[src/fpc_pkg.sv]
// shared constants, types and pin carrier for the flash program/erase controller
package fpc_pkg;
	localparam int          CLK_PERIOD_NS  = 4;
	localparam int          ADDR_W         = 19;
	localparam int          DATA_W         = 16;
	// software register offsets
	localparam logic [3:0]  REG_CMD        = 4'h0;
	localparam logic [3:0]  REG_ADDR       = 4'h1;
	localparam logic [3:0]  REG_DATA       = 4'h2;
	localparam logic [3:0]  REG_CTRL       = 4'h3;
	localparam logic [3:0]  REG_STATUS     = 4'h4;
	localparam logic [3:0]  REG_RDATA      = 4'h5;
	// status field positions
	localparam int          ST_BUSY        = 0;
	localparam int          ST_DONE        = 1;
	localparam int          ST_REFUSED     = 2;
	localparam int          ST_TIMEOUT     = 3;
	localparam int          ST_VERIFY      = 4;
	localparam int          ST_LOCKED      = 5;
	localparam int          ST_SUSPENDED   = 6;
	localparam int          ST_CORRUPT     = 7;
	localparam int          ST_PWR_OK      = 8;
	localparam int          ST_SUSP_TGL    = 9;
	localparam int          ST_RDY_PIN     = 10;
	localparam int          ST_W           = 11;
	localparam logic [10:0] ST_W1C_MASK    = 11'h2BE;
	localparam int          CTRL_HV_BIT    = 0;
	localparam logic [15:0] CTRL_RESET     = 16'h0000;
	// bus cycle timing, as printed in ns, and cycles derived (least: round up)
	localparam int          T_SETUP_NS     = 20;
	localparam int          T_WE_LOW_NS    = 40;
	localparam int          T_READ_NS      = 80;
	localparam int          T_HOLD_NS      = 20;
	localparam int          T_RESET_NS     = 50;
	localparam int          T_SUSPEND_NS   = 15000;
	localparam int          SETUP_CYC      = (T_SETUP_NS + CLK_PERIOD_NS - 1)
		/ CLK_PERIOD_NS;
	localparam int          WE_CYC         = (T_WE_LOW_NS + CLK_PERIOD_NS - 1)
		/ CLK_PERIOD_NS;
	localparam int          RD_CYC         = (T_READ_NS + CLK_PERIOD_NS - 1)
		/ CLK_PERIOD_NS;
	localparam int          HOLD_CYC       = (T_HOLD_NS + CLK_PERIOD_NS - 1)
		/ CLK_PERIOD_NS;
	localparam int          RESET_CYC      = (T_RESET_NS + CLK_PERIOD_NS - 1)
		/ CLK_PERIOD_NS;
	localparam int          SUSPEND_CYC    = (T_SUSPEND_NS + CLK_PERIOD_NS - 1)
		/ CLK_PERIOD_NS;
	localparam int          T_PWRON_MS     = 10;
	localparam int          PWRON_CYC      = T_PWRON_MS * 1000000
		/ CLK_PERIOD_NS;
	localparam int          POLL_LIMIT     = 1000000;
	// command words
	localparam logic [18:0] UNLOCK_A1      = 19'h05555;
	localparam logic [18:0] UNLOCK_A2      = 19'h02AAA;
	localparam logic [15:0] CD_AA          = 16'h00AA;
	localparam logic [15:0] CD_55          = 16'h0055;
	localparam logic [15:0] CD_ERASE_SETUP = 16'h0080;
	localparam logic [15:0] CD_PROGRAM     = 16'h00A0;
	localparam logic [15:0] CD_CHIP_ERASE  = 16'h0010;
	localparam logic [15:0] CD_SECT_ERASE  = 16'h0030;
	localparam logic [15:0] CD_LOCKOUT     = 16'h0040;
	localparam logic [15:0] CD_SUSPEND     = 16'h00B0;
	localparam logic [15:0] CD_RESUME      = 16'h0030;
	localparam logic [15:0] CD_ID_ENTRY    = 16'h0090;
	localparam logic [15:0] CD_ID_EXIT     = 16'h00F0;
	localparam logic [18:0] LOCK_OFFSET    = 19'h00002;
	localparam int          LOCK_FLAG_POS  = 0;
	localparam int          POLL_POS       = 7;
	localparam int          TOGGLE_POS     = 6;
	localparam int          SUSP_TGL_POS   = 2;
	localparam int          PLANE_LSB      = 16;

	typedef enum logic [3:0] {
		OP_READ       = 4'h0,
		OP_PROGRAM    = 4'h1,
		OP_SECT_ERASE = 4'h2,
		OP_CHIP_ERASE = 4'h3,
		OP_LOCKOUT    = 4'h4,
		OP_SUSPEND    = 4'h5,
		OP_RESUME     = 4'h6,
		OP_LOCK_QUERY = 4'h7,
		OP_ID_EXIT    = 4'h8,
		OP_RESET      = 4'h9
	} fpc_op_t;

	typedef struct packed {
		logic [18:0] addr;
		logic [15:0] dq_o;
		logic        dq_oe;
		logic        ce_n;
		logic        oe_n;
		logic        we_n;
	} fpc_pins_t;
endpackage : fpc_pkg

[src/fpc_bus_cycle.sv]
// one strobed write or read cycle on the flash parallel bus
`timescale 1ns/10ps
module fpc_bus_cycle
	import fpc_pkg::*;
(
	input  wire logic        clk,
	input  wire logic        arst_n,
	input  wire logic        en,
	input  wire logic        start,
	input  wire logic        wr,
	input  wire logic [18:0] addr,
	input  wire logic [15:0] wdata,
	input  wire logic [15:0] dq_i,
	output logic             done,
	output logic [15:0]      rdata,
	output fpc_pins_t        pins
);
	typedef enum logic [3:0] {
		C_IDLE   = 4'b0001,
		C_SETUP  = 4'b0010,
		C_STROBE = 4'b0100,
		C_HOLD   = 4'b1000
	} fpc_cyc_t;

	fpc_cyc_t  state_q;
	logic [4:0] cnt_q;
	logic      wr_q;
	logic      done_q;
	logic [15:0] rdata_q;
	fpc_pins_t pins_q;

	if (WE_CYC > 31 || RD_CYC > 31 || SETUP_CYC > 31 || HOLD_CYC > 31)
	begin : g_chk
		$error("bus cycle counts exceed counter width");
	end

	// oe_n stays high through any write phase, so no write is inhibited
	always_ff @(posedge clk or negedge arst_n)
	begin
		if (!arst_n)
		begin
			state_q <= C_IDLE;
			cnt_q   <= 5'h00;
			wr_q    <= 1'b0;
			done_q  <= 1'b0;
			pins_q  <= '{addr: 19'h00000, dq_o: 16'h0000, dq_oe: 1'b0,
				ce_n: 1'b1, oe_n: 1'b1, we_n: 1'b1};
		end
		else if (en)
		begin
			done_q <= 1'b0;
			case (state_q)
				C_IDLE:
					if (start)
					begin
						pins_q.addr  <= addr;
						pins_q.dq_o  <= wdata;
						pins_q.dq_oe <= wr;
						pins_q.ce_n  <= 1'b0;
						wr_q         <= wr;
						cnt_q        <= 5'(SETUP_CYC - 1);
						state_q      <= C_SETUP;
					end
				C_SETUP:
					if (cnt_q == 5'h00)
					begin
						pins_q.we_n <= ~wr_q;
						pins_q.oe_n <= wr_q;
						cnt_q   <= wr_q ? 5'(WE_CYC - 1) : 5'(RD_CYC - 1);
						state_q <= C_STROBE;
					end
					else
						cnt_q <= cnt_q - 5'h01;
				C_STROBE:
					if (cnt_q == 5'h00)
					begin
						pins_q.we_n <= 1'b1;
						pins_q.oe_n <= 1'b1;
						cnt_q       <= 5'(HOLD_CYC - 1);
						state_q     <= C_HOLD;
					end
					else
						cnt_q <= cnt_q - 5'h01;
				C_HOLD:
					if (cnt_q == 5'h00)
					begin
						pins_q.ce_n  <= 1'b1;
						pins_q.dq_oe <= 1'b0;
						done_q       <= 1'b1;
						state_q      <= C_IDLE;
					end
					else
						cnt_q <= cnt_q - 5'h01;
				default:
					state_q <= C_IDLE;
			endcase
		end
	end

	// read data sampled as the output gate is released
	always_ff @(posedge clk or negedge arst_n)
	begin
		if (!arst_n)
			rdata_q <= 16'h0000;
		else if (en && state_q == C_STROBE && cnt_q == 5'h00 && !wr_q)
			rdata_q <= dq_i;
	end

	assign done  = done_q;
	assign rdata = rdata_q;
	assign pins  = pins_q;
endmodule : fpc_bus_cycle

[src/fpc_flash_ctrl.sv]
// host-side program/erase sequencer for an eight-plane parallel flash
`timescale 1ns/10ps
// Contract
// - program is four command writes; device then times its own pulses
// - host enables sector lockout with a six-write sequence naming sector
// - host issues id-exit after checking lock state
// - resume is one write carrying plane on top three address bits
module fpc_flash_ctrl
	import fpc_pkg::*;
#(
	parameter int PWRON_CYCLES = PWRON_CYC,
	parameter int POLL_CYCLES  = POLL_LIMIT
)(
	input  wire logic        clk,
	input  wire logic        arst_n,
	input  wire logic        en,
	input  wire logic [3:0]  reg_addr,
	input  wire logic [15:0] reg_wdata,
	input  wire logic        reg_wr,
	input  wire logic        reg_rd,
	output logic [15:0]      reg_rdata,
	output fpc_pins_t        flash,
	input  wire logic [15:0] flash_dq_i,
	output logic             flash_reset_n,
	output logic             flash_hv_override,
	input  wire logic        flash_rdy_i
);
	typedef enum logic [6:0] {
		S_IDLE    = 7'b0000001,
		S_WRITE   = 7'b0000010,
		S_POLL    = 7'b0000100,
		S_SUSPWT  = 7'b0001000,
		S_LQREAD  = 7'b0010000,
		S_RDPAIR  = 7'b0100000,
		S_RSTLOW  = 7'b1000000
	} fpc_state_t;

	fpc_state_t  state_q;
	fpc_op_t     op_q;
	logic [18:0] addr_q;
	logic [15:0] data_q;
	logic [15:0] ctrl_q;
	logic [15:0] rdata_q;
	logic [15:0] reg_rdata_q;
	logic [15:0] prev_q;
	logic        have_prev_q;
	logic [2:0]  step_q;
	logic [2:0]  nsteps;
	logic [21:0] cnt_q;
	logic [21:0] pwr_cnt_q;
	logic        pwr_ok_q;
	logic        issue_q;
	logic [10:0] st_q;
	logic [10:0] st_set;
	logic [10:0] st_clr;
	logic        cyc_done;
	logic [15:0] cyc_rdata;
	logic        cyc_wr;
	logic [18:0] cyc_addr;
	logic [15:0] cyc_data;
	logic        go;
	fpc_op_t     go_op;
	logic        refuse;
	logic        is_long;
	logic        toggled;
	logic        susp_ok;
	logic        susp_req_q;
	logic        cyc_act_q;

	if (PWRON_CYCLES < 1 || PWRON_CYCLES > 22'h3FFFFF ||
		POLL_CYCLES < 2 || POLL_CYCLES > 22'h3FFFFF || SUSPEND_CYC > 22'h3FFFFF)
	begin : g_chk
		$error("count parameter out of range");
	end

	// command word for the current step; sector commands take any address
	// inside the sector, so the user address passes through untouched
	function automatic logic [34:0] cmd_word(fpc_op_t op, logic [2:0] step,
		logic [18:0] a, logic [15:0] d);
		logic [15:0] third;
		third = CD_ERASE_SETUP;
		if (op == OP_PROGRAM)
			third = CD_PROGRAM;
		else if (op == OP_LOCK_QUERY)
			third = CD_ID_ENTRY;
		case (step)
			3'd0: cmd_word = {UNLOCK_A1, CD_AA};
			3'd1: cmd_word = {UNLOCK_A2, CD_55};
			3'd2: cmd_word = {UNLOCK_A1, third};
			3'd3: cmd_word = (op == OP_PROGRAM) ? {a, d} : {UNLOCK_A1, CD_AA};
			3'd4: cmd_word = {UNLOCK_A2, CD_55};
			3'd5:
				case (op)
					OP_CHIP_ERASE: cmd_word = {UNLOCK_A1, CD_CHIP_ERASE};
					OP_SECT_ERASE: cmd_word = {a, CD_SECT_ERASE};
					default:       cmd_word = {a, CD_LOCKOUT};
				endcase
			default: cmd_word = {UNLOCK_A1, CD_AA};
		endcase
	endfunction : cmd_word

	always_comb
	begin
		case (op_q)
			OP_PROGRAM:    nsteps = 3'd4;
			OP_LOCK_QUERY: nsteps = 3'd3;
			OP_SECT_ERASE,
			OP_CHIP_ERASE,
			OP_LOCKOUT:    nsteps = 3'd6;
			default:       nsteps = 3'd1;
		endcase
	end

	always_comb
	begin
		cyc_wr   = 1'b1;
		cyc_addr = 19'h00000;
		cyc_data = 16'h0000;
		case (state_q)
			S_WRITE:
				case (op_q)
					OP_SUSPEND: cyc_data = CD_SUSPEND;
					OP_RESUME:
					begin
						cyc_addr = {addr_q[18:PLANE_LSB], 16'h0000};
						cyc_data = CD_RESUME;
					end
					OP_ID_EXIT,
					OP_READ:    cyc_data = CD_ID_EXIT;
					default:    {cyc_addr, cyc_data} =
						cmd_word(op_q, step_q, addr_q, data_q);
				endcase
			S_LQREAD:
			begin
				cyc_wr   = 1'b0;
				cyc_addr = addr_q | LOCK_OFFSET;
			end
			default:
			begin
				cyc_wr   = 1'b0;
				cyc_addr = addr_q;
			end
		endcase
	end

	assign go      = en && reg_wr && reg_addr == REG_CMD;
	assign go_op   = fpc_op_t'(reg_wdata[3:0]);
	assign is_long = go_op == OP_PROGRAM || go_op == OP_SECT_ERASE ||
		go_op == OP_CHIP_ERASE || go_op == OP_LOCKOUT;
	// busy refuses all but reset, which aborts, and suspend of an erase
	assign susp_ok = go_op == OP_SUSPEND && state_q == S_POLL &&
		(op_q == OP_SECT_ERASE || op_q == OP_CHIP_ERASE);
	assign refuse  = go && go_op != OP_RESET &&
		((st_q[ST_BUSY] && !susp_ok) ||
		(is_long && !pwr_ok_q) ||
		(st_q[ST_SUSPENDED] && (go_op == OP_SECT_ERASE ||
		go_op == OP_CHIP_ERASE)) || go_op > OP_RESET);
	assign toggled = have_prev_q &&
		(prev_q[TOGGLE_POS] != cyc_rdata[TOGGLE_POS]);

	fpc_bus_cycle u_cycle (
		.clk    (clk),
		.arst_n (arst_n),
		.en     (en),
		.start  (issue_q),
		.wr     (cyc_wr),
		.addr   (cyc_addr),
		.wdata  (cyc_data),
		.dq_i   (flash_dq_i),
		.done   (cyc_done),
		.rdata  (cyc_rdata),
		.pins   (flash)
	);

	// a suspend waits for the poll read under way before it takes the bus
	always_ff @(posedge clk or negedge arst_n)
	begin
		if (!arst_n)
			susp_req_q <= 1'b0;
		else if (en)
			susp_req_q <= state_q == S_POLL && (susp_req_q || (go && susp_ok));
	end

	// reset waits for a cut cycle to end, so its done is never taken stale
	always_ff @(posedge clk or negedge arst_n)
	begin
		if (!arst_n)
			cyc_act_q <= 1'b0;
		else if (en)
			cyc_act_q <= issue_q || (cyc_act_q && !cyc_done);
	end

	// power-on wait before any program or erase is offered
	always_ff @(posedge clk or negedge arst_n)
	begin
		if (!arst_n)
		begin
			pwr_cnt_q <= 22'h000000;
			pwr_ok_q  <= 1'b0;
		end
		else if (en && !pwr_ok_q)
		begin
			pwr_cnt_q <= pwr_cnt_q + 22'h000001;
			pwr_ok_q  <= pwr_cnt_q == 22'(PWRON_CYCLES - 1);
		end
	end

	always_ff @(posedge clk or negedge arst_n)
	begin
		if (!arst_n)
		begin
			state_q     <= S_IDLE;
			op_q        <= OP_READ;
			step_q      <= 3'd0;
			cnt_q       <= 22'h000000;
			issue_q     <= 1'b0;
			prev_q      <= 16'h0000;
			have_prev_q <= 1'b0;
			rdata_q     <= 16'h0000;
			st_set      <= 11'h000;
		end
		else if (en)
		begin
			issue_q <= 1'b0;
			st_set  <= 11'h000;
			if (go && go_op == OP_RESET)
			begin
				// a program cut short leaves its word undefined
				st_set[ST_CORRUPT] <= state_q == S_POLL &&
					op_q == OP_PROGRAM;
				op_q    <= OP_RESET;
				cnt_q   <= 22'(RESET_CYC - 1);
				state_q <= S_RSTLOW;
			end
			else if (refuse)
				st_set[ST_REFUSED] <= 1'b1;
			else
				case (state_q)
					S_IDLE:
						if (go)
						begin
							op_q        <= go_op;
							step_q      <= 3'd0;
							have_prev_q <= 1'b0;
							issue_q     <= 1'b1;
							state_q     <= go_op == OP_READ ? S_RDPAIR : S_WRITE;
						end
					S_WRITE:
						if (cyc_done)
						begin
							if (step_q != nsteps - 3'd1)
							begin
								step_q  <= step_q + 3'd1;
								issue_q <= 1'b1;
							end
							else if (op_q == OP_LOCK_QUERY)
							begin
								issue_q <= 1'b1;
								state_q <= S_LQREAD;
							end
							else if (op_q == OP_SUSPEND)
							begin
								cnt_q   <= 22'(SUSPEND_CYC - 1);
								state_q <= S_SUSPWT;
							end
							else if (op_q == OP_READ || op_q == OP_ID_EXIT ||
								op_q == OP_RESUME)
							begin
								st_set[ST_DONE] <= 1'b1;
								state_q <= op_q == OP_RESUME ? S_POLL : S_IDLE;
								cnt_q   <= 22'(POLL_CYCLES - 1);
								issue_q <= op_q == OP_RESUME;
							end
							else
							begin
								cnt_q   <= 22'(POLL_CYCLES - 1);
								issue_q <= 1'b1;
								state_q <= S_POLL;
							end
						end
					S_POLL:
						if (cyc_done)
						begin
							prev_q      <= cyc_rdata;
							have_prev_q <= 1'b1;
							rdata_q     <= cyc_rdata;
							if (susp_req_q)
							begin
								op_q    <= OP_SUSPEND;
								step_q  <= 3'd0;
								issue_q <= 1'b1;
								state_q <= S_WRITE;
							end
							// two reads with the toggle bit unchanged and the line released end it
							else if (have_prev_q && !toggled &&
								flash_rdy_i)
							begin
								st_set[ST_DONE] <= 1'b1;
								st_set[ST_VERIFY] <= (op_q == OP_PROGRAM &&
									cyc_rdata != data_q) ||
									(op_q == OP_SECT_ERASE &&
									cyc_rdata != 16'hFFFF);
								state_q <= S_IDLE;
							end
							else if (cnt_q == 22'h000000)
							begin
								st_set[ST_TIMEOUT] <= 1'b1;
								state_q <= S_IDLE;
							end
							else
								issue_q <= 1'b1;
						end
						else if (cnt_q != 22'h000000)
							cnt_q <= cnt_q - 22'h000001;
					S_SUSPWT:
						if (cnt_q == 22'h000000)
						begin
							st_set[ST_DONE] <= 1'b1;
							state_q <= S_IDLE;
						end
						else
							cnt_q <= cnt_q - 22'h000001;
					S_LQREAD:
						if (cyc_done)
						begin
							rdata_q <= cyc_rdata;
							op_q    <= OP_ID_EXIT;
							step_q  <= 3'd0;
							issue_q <= 1'b1;
							state_q <= S_WRITE;
						end
					S_RDPAIR:
						if (cyc_done)
						begin
							prev_q      <= cyc_rdata;
							have_prev_q <= 1'b1;
							rdata_q     <= cyc_rdata;
							if (have_prev_q)
							begin
								st_set[ST_SUSP_TGL] <= prev_q[SUSP_TGL_POS] !=
									cyc_rdata[SUSP_TGL_POS];
								st_set[ST_DONE] <= 1'b1;
								state_q <= S_IDLE;
							end
							else
								issue_q <= 1'b1;
						end
					S_RSTLOW:
						if (cnt_q != 22'h000000)
							cnt_q <= cnt_q - 22'h000001;
						else if (!cyc_act_q)
						begin
							st_set[ST_DONE] <= 1'b1;
							state_q <= S_IDLE;
						end
					default:
						state_q <= S_IDLE;
				endcase
		end
	end

	// busy, suspended, power and ready pin are tracked states, locked follows each lock query, the rest are sticky events
	assign st_clr = (en && reg_wr && reg_addr == REG_STATUS) ?
		(reg_wdata[10:0] & ST_W1C_MASK) : 11'h000;

	always_ff @(posedge clk or negedge arst_n)
	begin
		if (!arst_n)
			st_q <= 11'h000;
		else if (en)
		begin
			st_q <= (st_q & ~st_clr) | (st_set & ST_W1C_MASK); // set wins
			st_q[ST_BUSY]    <= state_q != S_IDLE || issue_q ||
				(go && !refuse);
			st_q[ST_PWR_OK]  <= pwr_ok_q;
			st_q[ST_RDY_PIN] <= flash_rdy_i;
			if (state_q == S_LQREAD && cyc_done)
				st_q[ST_LOCKED] <= cyc_rdata[LOCK_FLAG_POS];
			if (state_q == S_SUSPWT && cnt_q == 22'h000000)
				st_q[ST_SUSPENDED] <= 1'b1;
			else if ((state_q == S_WRITE && op_q == OP_RESUME && cyc_done) ||
				state_q == S_RSTLOW)
				st_q[ST_SUSPENDED] <= 1'b0;
		end
	end

	always_ff @(posedge clk or negedge arst_n)
	begin
		if (!arst_n)
		begin
			addr_q <= 19'h00000;
			data_q <= 16'h0000;
			ctrl_q <= CTRL_RESET;
		end
		else if (en && reg_wr)
		begin
			if (reg_addr == REG_ADDR && state_q == S_IDLE)
				addr_q[15:0] <= reg_wdata;
			if (reg_addr == REG_DATA && state_q == S_IDLE)
				data_q <= reg_wdata;
			if (reg_addr == REG_CTRL)
			begin
				ctrl_q <= reg_wdata;
				if (state_q == S_IDLE)
					addr_q[18:16] <= reg_wdata[15:13];
			end
		end
	end

	always_ff @(posedge clk or negedge arst_n)
	begin
		if (!arst_n)
			reg_rdata_q <= 16'h0000;
		else if (en && reg_rd)
			case (reg_addr)
				REG_ADDR:   reg_rdata_q <= addr_q[15:0];
				REG_DATA:   reg_rdata_q <= data_q;
				REG_CTRL:   reg_rdata_q <= ctrl_q;
				REG_STATUS: reg_rdata_q <= {5'h00, st_q};
				REG_RDATA:  reg_rdata_q <= rdata_q;
				default:    reg_rdata_q <= 16'h0000;
			endcase
	end

	assign reg_rdata         = reg_rdata_q;
	assign flash_reset_n     = state_q != S_RSTLOW;
	assign flash_hv_override = ctrl_q[CTRL_HV_BIT];
endmodule : fpc_flash_ctrl

[config.mk]
export PLATFORM = sky130hd
export DESIGN_NAME = fpc_flash_ctrl
export DESIGN_NICKNAME = d
export VERILOG_FILES = /design/src/fpc_pkg.sv /design/src/fpc_bus_cycle.sv /design/src/fpc_flash_ctrl.sv
export SDC_FILE = /design/constraint.sdc
export NUM_CORES = 1
export LEC_CHECK = 0
export BUFFER_PORTS_ARGS = -buffer_cell sky130_fd_sc_hd__buf_2
export CAP_MARGIN = 20
export CELL_PAD_IN_SITES_DETAIL_PLACEMENT = 0
export CELL_PAD_IN_SITES_GLOBAL_PLACEMENT = 2
export CORE_MARGIN = 1.5
export CORE_UTILIZATION = 25
export CTS_CLUSTER_DIAMETER = 30
export DETAILED_ROUTE_END_ITERATION = 10
export GPL_ROUTABILITY_DRIVEN = 0
export PLACE_DENSITY_LB_ADDON = 0.1
export SLEW_MARGIN = 20
export SYNTH_ARGS = -nofsm -noshare
export SYNTH_HDL_FRONTEND = slang
export SYNTH_SLANG_ARGS = --single-unit
[constraint.sdc]
create_clock -name clk -period 3.1 [get_ports clk]
set_input_delay 0 -clock clk [delete_from_list [all_inputs] [get_ports clk]]
set_output_delay 0 -clock clk [all_outputs]
set_load 0.005 [all_outputs]
==> impl_metrics.py, run 1 <==
metrics = {
    "timing": {
        "maxSlewHeadroom_pct": 30.8,
        "fmax_mhz": 338,
        "fin_ws_ns": 0.145,
        "finalHoldViolCount": 9,
        "min_period_ns": 2.95,
        "slew_viol_final": 0,
        "hold_ws_ns": -0.0260,
        "skew_ns": 0.0167,
        "worst_slew_pin_slew_ns": 1.04,
        "finalCritPeriodShare_pct": 95.3,
        "setup_violations": 0,
        "rsz0062_at_grt": "yes",
        "setup_tns_ns": 0,
    },
    "power_and_ir_drop": {
        "power_mw": 15.3,
        "p_per_area_mw_per_mm2": 938,
        "p_leak_nw": 7.49,
        "ir_drop_v": 0.000375,
    },
    "clock_network": {
        "cts.clk_slew.worst_paths_ns": 0.04,
        "root_buffer": "clkbuf_16",
        "cts_buffers": 77,
        "clock_path_buffers": 3,
        "cts_tree": "built",
        "clk_latency_ns": 0.58,
        "htreeDepth": 3,
        "cts_sinks": 231,
    },
    "drt": {
        "drt-initial-drc-count": 645,
        "drc": 0,
        "wirelength_um": 42500,
        "wl_per_cell_um": 21.1,
        "antenna_left": 0,
        "avgViaCountPerCell": 4.91,
        "firstDrtPassIters": 7,
        "vias": 9886,
    },
    "worst_setup_path": {
        "worstSetupStartpointType": "flop",
        "critPathArrivalTime_ns": 3.40,
        "crit_type": "flop to flop",
        "cp.required_ns": 3.55,
        "crit_path_end_kind": "flop",
        "r2r_slack_ns": 0.15,
        "reg2reg_from": "op_q[2]",
        "cp_max_fo": 7,
        "startpoint": "op_q[2]",
    },
    "place": {
        "placedCellCount": 1830,
        "hpwl_um": 30700,
        "placed_cell_area_mm2": 0.0132,
        "port_buffers": 98,
        "dpl_worst_slack_ns": 0.0796,
    },
    "yosys": {
        "yosys_warnings": 0,
        "yosysUniqueCellTypes": 85,
        "synth_area_mm2": 0.0116,
        "syn_inst": 1118,
        "syn-num-nets": 1169,
        "seq_area_frac_synth_pct": 49.8,
        "ys_ff_latch": 231,
        "synth_edf_count": 0,
        "postSynthAreaPerCell_um2": 10.4,
        "synth_flop_cell": "dfrtp_1",
        "synth_async_sr_flop_share_pct": 100,
    },
    "floorplan": {
        "io_pins": 99,
        "initial_core_util_pct": 25.5,
        "core_area_mm2": 0.0457,
        "die_w_um": 219,
        "row_count": 78,
        "die_h_um": 219,
        "dieArea_mm2": 0.0478,
    },
    "min_path": {
        "worst_hold_path_type": "input pin to async pin",
    },
    "global_route": {
        "grt_pass1_vias": 10358,
        "grt_max_degree": 76,
        "grt_pass1_wl_um": 65600,
        "overflow": 0,
        "antenna_found_initial": 1,
        "grt.total_usage_pct": 18.3,
    },
    "cells_and_area": {
        "layout-drive-gt1-share_pct": 30.6,
        "antenna_cells": 0,
        "fin_cells": 2013,
        "syn_to_final_growth_pct": 40.4,
        "final_nets": 1402,
        "fin_util_pct": 35.8,
        "fin_area_mm2": 0.0163,
    },
    "status": {
        "violations": "hold timing",
        "status": "complete, but fails checks",
    },
    "flow_run": {
        "drv_cap": 0,
    },
}
## layout by cell type (no fill, tap or decap), types with 7 or more instances in the layout
cell type / netlist / routed
clkbuf_8: 0 / 27
or3_1: 10 / 10
nor2b_1: 11 / 11
dfrtp_1: 226 / 225
nand2_1: 98 / 98
o21ai_0: 71 / 70
nand3_1: 29 / 29
nor2_1: 77 / 77
clkbuf_1: 55 / 13
nor4_1: 14 / 13
buf_4: 0 / 78
inv_1: 26 / 26
mux2_2: 79 / 79
buf_2: 5 / 97
a222oi_1: 16 / 16
xnor2_1: 32 / 32
mux2_4: 10 / 10
a21oi_1: 65 / 65
clkbuf_16: 0 / 79
xor2_1: 12 / 12
a31oi_1: 8 / 8
a21o_1: 23 / 23
nand2b_1: 9 / 8
a22oi_1: 16 / 16
ha_1: 9 / 9
and3_1: 14 / 14
nand4_1: 24 / 24
o22a_1: 8 / 8
a22o_1: 20 / 20
clkinv_2: 0 / 15
nor3_1: 20 / 19
o31ai_1: 7 / 7
dlygate4sd3_1: 0 / 39
## layer usage
layer	up-vias	global-route usage [%]	part of all wire (%)
met3	67	4.01	4.9
met4	0	5.57	2.0
met2	230	27.9	45
met5	-	0	0
met1	4926	25.6	49
li1	4663	-	-
## synthesized netlist by cell type (4+ instances only)
cell type | instances | area, µm²
mux2_2 | 79 | 890
dfrtp_1 | 226 | 5660
nand2_1 | 98 | 368
and3_1 | 14 | 87.6
a21oi_1 | 65 | 325
xnor2_1 | 32 | 280
o31ai_1 | 7 | 52.6
nor4_1 | 14 | 87.6
o22a_1 | 8 | 70.1
a21boi_0 | 4 | 30.0
or4_1 | 5 | 37.5
nand3b_1 | 5 | 37.5
a22oi_1 | 16 | 120
xor2_1 | 12 | 105
inv_1 | 26 | 97.6
nand2b_1 | 9 | 56.3
nor2_1 | 77 | 289
a222oi_1 | 16 | 160
o211ai_1 | 4 | 30.0
ha_1 | 9 | 113
mux2_4 | 10 | 150
and2_1 | 5 | 31.3
a31oi_1 | 8 | 50.1
nor3_1 | 20 | 100
mux2i_1 | 4 | 40.0
a221oi_1 | 4 | 35.0
or3_1 | 10 | 62.6
buf_2 | 5 | 25.0
a21o_1 | 23 | 173
or2_2 | 5 | 31.3
a2111oi_0 | 5 | 43.8
nand3_1 | 29 | 145
nand4_1 | 24 | 150
clkbuf_1 | 55 | 206
a311oi_1 | 4 | 35.0
o41ai_1 | 5 | 43.8
nor2b_1 | 11 | 68.8
o21ai_0 | 71 | 355
a22o_1 | 20 | 175
dfstp_2 | 5 | 131
a211oi_1 | 6 | 45.0
## kinds of logic (layout without fill, tap and decap cells)
group / Yosys count / after routing / synth area share [%]
buf+inv: 91 / 386 / 3.18
xor+xnor: 44 / 44 / 3.31
fa+ha+maj: 9 / 9 / 0.968
simple gates: 345 / 345 / 15.2
mux: 93 / 93 / 9.28
compound gates: 305 / 305 / 18.3
flops: 231 / 231 / 49.8
## final timing paths
| path | endpoint | cells after the start |
|---|---|---|
| setup / recovery | cnt_q[7] | 11 |
| max in group asynchronous | pwr_cnt_q[17] | 3 |
| hold / removal | u_cycle.pins[12] | 2 |
| setup reg to reg | cnt_q[7] | 11 |
| min in group clk | u_cycle.done | 4 |
| hold reg to reg | pwr_cnt_q[10] | 1 |
## state kept, by name, summed over array words and instances, names as in the netlist, 11 cells and up
register,count
addr_q,19
cnt_q,22
ctrl_q,16
data_q,16
pwr_cnt_q,22
rdata_q,16
reg_rdata,16
st_q,11
u_cycle.pins,39
u_cycle.rdata,16
## power by group
part	internal (mW)	leakage, nW	switching [mW]
combinational	1.42	3.08	1.80
sequential	3.65	3.08	0.738
clock	5.57	1.32	2.15
total	10.6	7.49	4.69
## layout make-up
class / instances / area, µm²
Sequential cell: 231 / 5790
Tap cell: 600 / 751
Inverter: 27 / 101
Clock buffer: 119 / 2400
Clock inverter: 22 / 248
Multi-Input combinational cell: 796 / 5530
Fill cell: 4640 / 29300
Timing Repair Buffer: 218 / 1520
## critical path, cell delays in order, from the launching register on
cell      delay [ns]
dfrtp_2         0.43
or3_1           0.33
and3_1          0.18
ha_1            0.20
xor2_1          0.16
a311oi_1        0.24
o21ai_0         0.11
buf_4           0.17
a221oi_4        0.29
buf_4           0.19
nor2b_1         0.04
or4_1           0.48
## repair_timing
action,4_1_cts,5_1_grt
resized for setup,0,9
endpoints found under the setup margin,0,38
buffers inserted,0,3
hold buffers,39,0
hold endpoints to repair,228,0
Note: power is estimated with default switching activity, not from simulation.
==> run 2, diff against run 1 <==
--- a/config.mk
+++ b/config.mk
@@ -15,6 +15,7 @@
 export DETAILED_ROUTE_END_ITERATION = 10
 export GPL_ROUTABILITY_DRIVEN = 0
 export PLACE_DENSITY_LB_ADDON = 0.1
+export RECOVER_POWER = 25
 export SLEW_MARGIN = 20
 export SYNTH_ARGS = -nofsm -noshare
 export SYNTH_HDL_FRONTEND = slang
==> run 2 against run 1 <==
The flow finishes with violations (capacitance limit, slew limit). Fmax hardly changed. Largest power group unchanged. Final area is 0.15% lower. Clock skew hardly changed. Total power barely moved.
==> impl_metrics.py, run 2 (synthesis gave the netlist of run 1 again) <==
metrics = {
    "status": {
        "status": "complete, but fails checks",
        "violations": "capacitance limit, slew limit",
    },
    "cells_and_area": {
        "multi_input_area_mm2": 0.00553,
        "final_cell_mix": "dfrtp_1 (225), nand2_1 (98), buf_2 (97)",
        "fillers": 4644,
        "largest_reg_flops": 39,
        "fin_util_pct": 35.7,
        "mostFrequentLayoutCell": "dfrtp_1",
        "syn_to_final_growth_pct": 40.2,
        "final_nets": 1402,
        "antenna_cells": 0,
        "layout-drive-gt1-share_pct": 30.6,
        "regArea_mm2": 0.00579,
    },
    "drt": {
        "wirelength_um": 42500,
        "avgViaCountPerCell": 4.92,
        "vias": 9895,
        "drc": 0,
        "drt-initial-drc-count": 657,
        "wl_per_cell_um": 21.1,
        "antenna_left": 0,
        "firstDrtPassIters": 5,
    },
    "clock_network": {
        "htreeDepth": 3,
        "cts_tree": "built",
        "cts.clk_slew.worst_paths_ns": 0.04,
        "cts_buffers": 77,
        "root_buffer": "clkbuf_16",
        "clock_path_buffers": 3,
        "clk_latency_ns": 0.58,
        "cts_sinks": 231,
    },
    "timing": {
        "finalCritPeriodShare_pct": 95.3,
        "fmax_mhz": 338,
        "maxSlewHeadroom_pct": -33.1,
        "skew_ns": 0.0165,
        "rsz0062_at_grt": "yes",
        "finalHoldViolCount": 0,
        "setup_violations": 0,
        "min_period_ns": 2.96,
        "slew_viol_final": 76,
        "worst_slew_pin_slew_ns": 2.00,
        "hold_ws_ns": 0.0915,
    },
    "worst_setup_path": {
        "r2r_slack_ns": 0.14,
        "crit_type": "flop to flop",
        "worstReg2RegEnd": "cnt_q[7]",
        "cp.required_ns": 3.55,
        "reg2reg_from": "op_q[2]",
        "crit_path_end_kind": "flop",
        "critPathArrivalTime_ns": 3.40,
        "ff2ff_path_depth": 11,
        "startpoint": "op_q[2]",
        "worstSetupStartpointType": "flop",
        "cp_max_fo": 7,
    },
    "global_route": {
        "grt_pass1_wl_um": 65600,
        "grt.total_usage_pct": 18.3,
        "grt_max_degree": 76,
        "antenna_found_initial": 1,
        "overflow": 0,
        "grt_pass1_vias": 10358,
    },
    "floorplan": {
        "die_h_um": 219,
        "core_area_mm2": 0.0457,
        "die_w_um": 219,
        "initial_core_util_pct": 25.5,
        "dieArea_mm2": 0.0478,
        "io_pins": 99,
        "row_count": 78,
    },
    "power_and_ir_drop": {
        "ir_drop_v": 0.000375,
        "p_leak_nw": 7.48,
        "p_per_area_mw_per_mm2": 940,
        "p_sw_share_pct": 30.6,
        "p_switching_mw": 4.69,
        "p_comb_share_pct": 21.0,
        "power_frac_seq_pct": 28.6,
        "power_mw": 15.3,
        "clkPwrFrac_pct": 50.4,
        "internal-power_mw": 10.6,
    },
    "place": {
        "hpwl_um": 30700,
        "port_buffers": 98,
    },
    "min_path": {
        "worst_hold_path_type": "input pin to flop",
        "whs_path_depth": 4,
        "hold_path_end": "u_cycle.done",
        "hold_start": "en",
    },
    "flow_run": {
        "drv_cap": 1,
    },
}
run 2: cell types whose count changed in the layout (fill, tap and decap cells not counted):
cell	before	now
buf_12	1	0
clkbuf_2	0	2
buf_8	1	0
buf_4	78	77
clkbuf_4	0	1
run 2: through the flow:
stage,setup TNS (ns),setup slack (ns),cell area (µm²),cells
finish,0,0.145,16300,2013
global placement,0,0.134,13200,1830
detailed placement,0,0.0796,13200,1830
CTS,0,0.0708,16300,2010
floorplan,0,0.113,11600,1118
global route,-0.0352,-0.0145,16300,2013
run 2: worst max-delay path by stage:
stage / endpoint / slack (ns)
floorplan: step_q[2] / 0.11
finish: cnt_q[7] / 0.14
global placement: rdata_q[12] / 0.13
CTS: rdata_q[12] / 0.07
global route: cnt_q[15] / -0.01
detailed placement: rdata_q[12] / 0.08
run 2: per-layer routing:
metal	track usage (%)	routed length (µm)	vias to the layer above
met2	27.9	18900	233
met3	4.01	1920	67
li1	-	-	4664
met5	0	0	-
met1	25.6	20800	4931
met4	5.57	850	0
run 2: layout make-up:
cell class                      count  share of cell area, %
Clock buffer                      119                   14.7
Clock inverter                     22                   1.52
Inverter                           27                  0.621
Multi-Input combinational cell    796                   33.9
Sequential cell                   231                   35.5
Tap cell                          600                   4.60
Timing Repair Buffer              218                   9.16
run 2: repair_timing:
action | 4_1_cts | 5_1_grt
gates resized for setup | 0 | 9
hold endpoints to repair | 228 | 0
endpoints found under the setup margin | 0 | 38
setup buffers | 0 | 3
hold buffers | 39 | 0
run 2: power groups by stage:
stage	clock network, mW	registers [mW]	logic [mW]
global route	8.08	4.48	3.60
CTS	7.87	4.39	3.26
detailed placement	0	4.43	3.20
global placement	0	4.43	3.21
floorplan	0	4.07	2.05
finish	7.72	4.38	3.22
run 2: worst max-delay path, cell delays in order, from the launching register on:
cell and delay (ns):
dfrtp_2 0.43, or3_1 0.33, and3_1 0.18, ha_1 0.20, xor2_1 0.16, a311oi_1 0.24
o21ai_0 0.11, buf_4 0.17, a221oi_4 0.29, buf_4 0.19, nor2b_1 0.04, or4_1 0.48
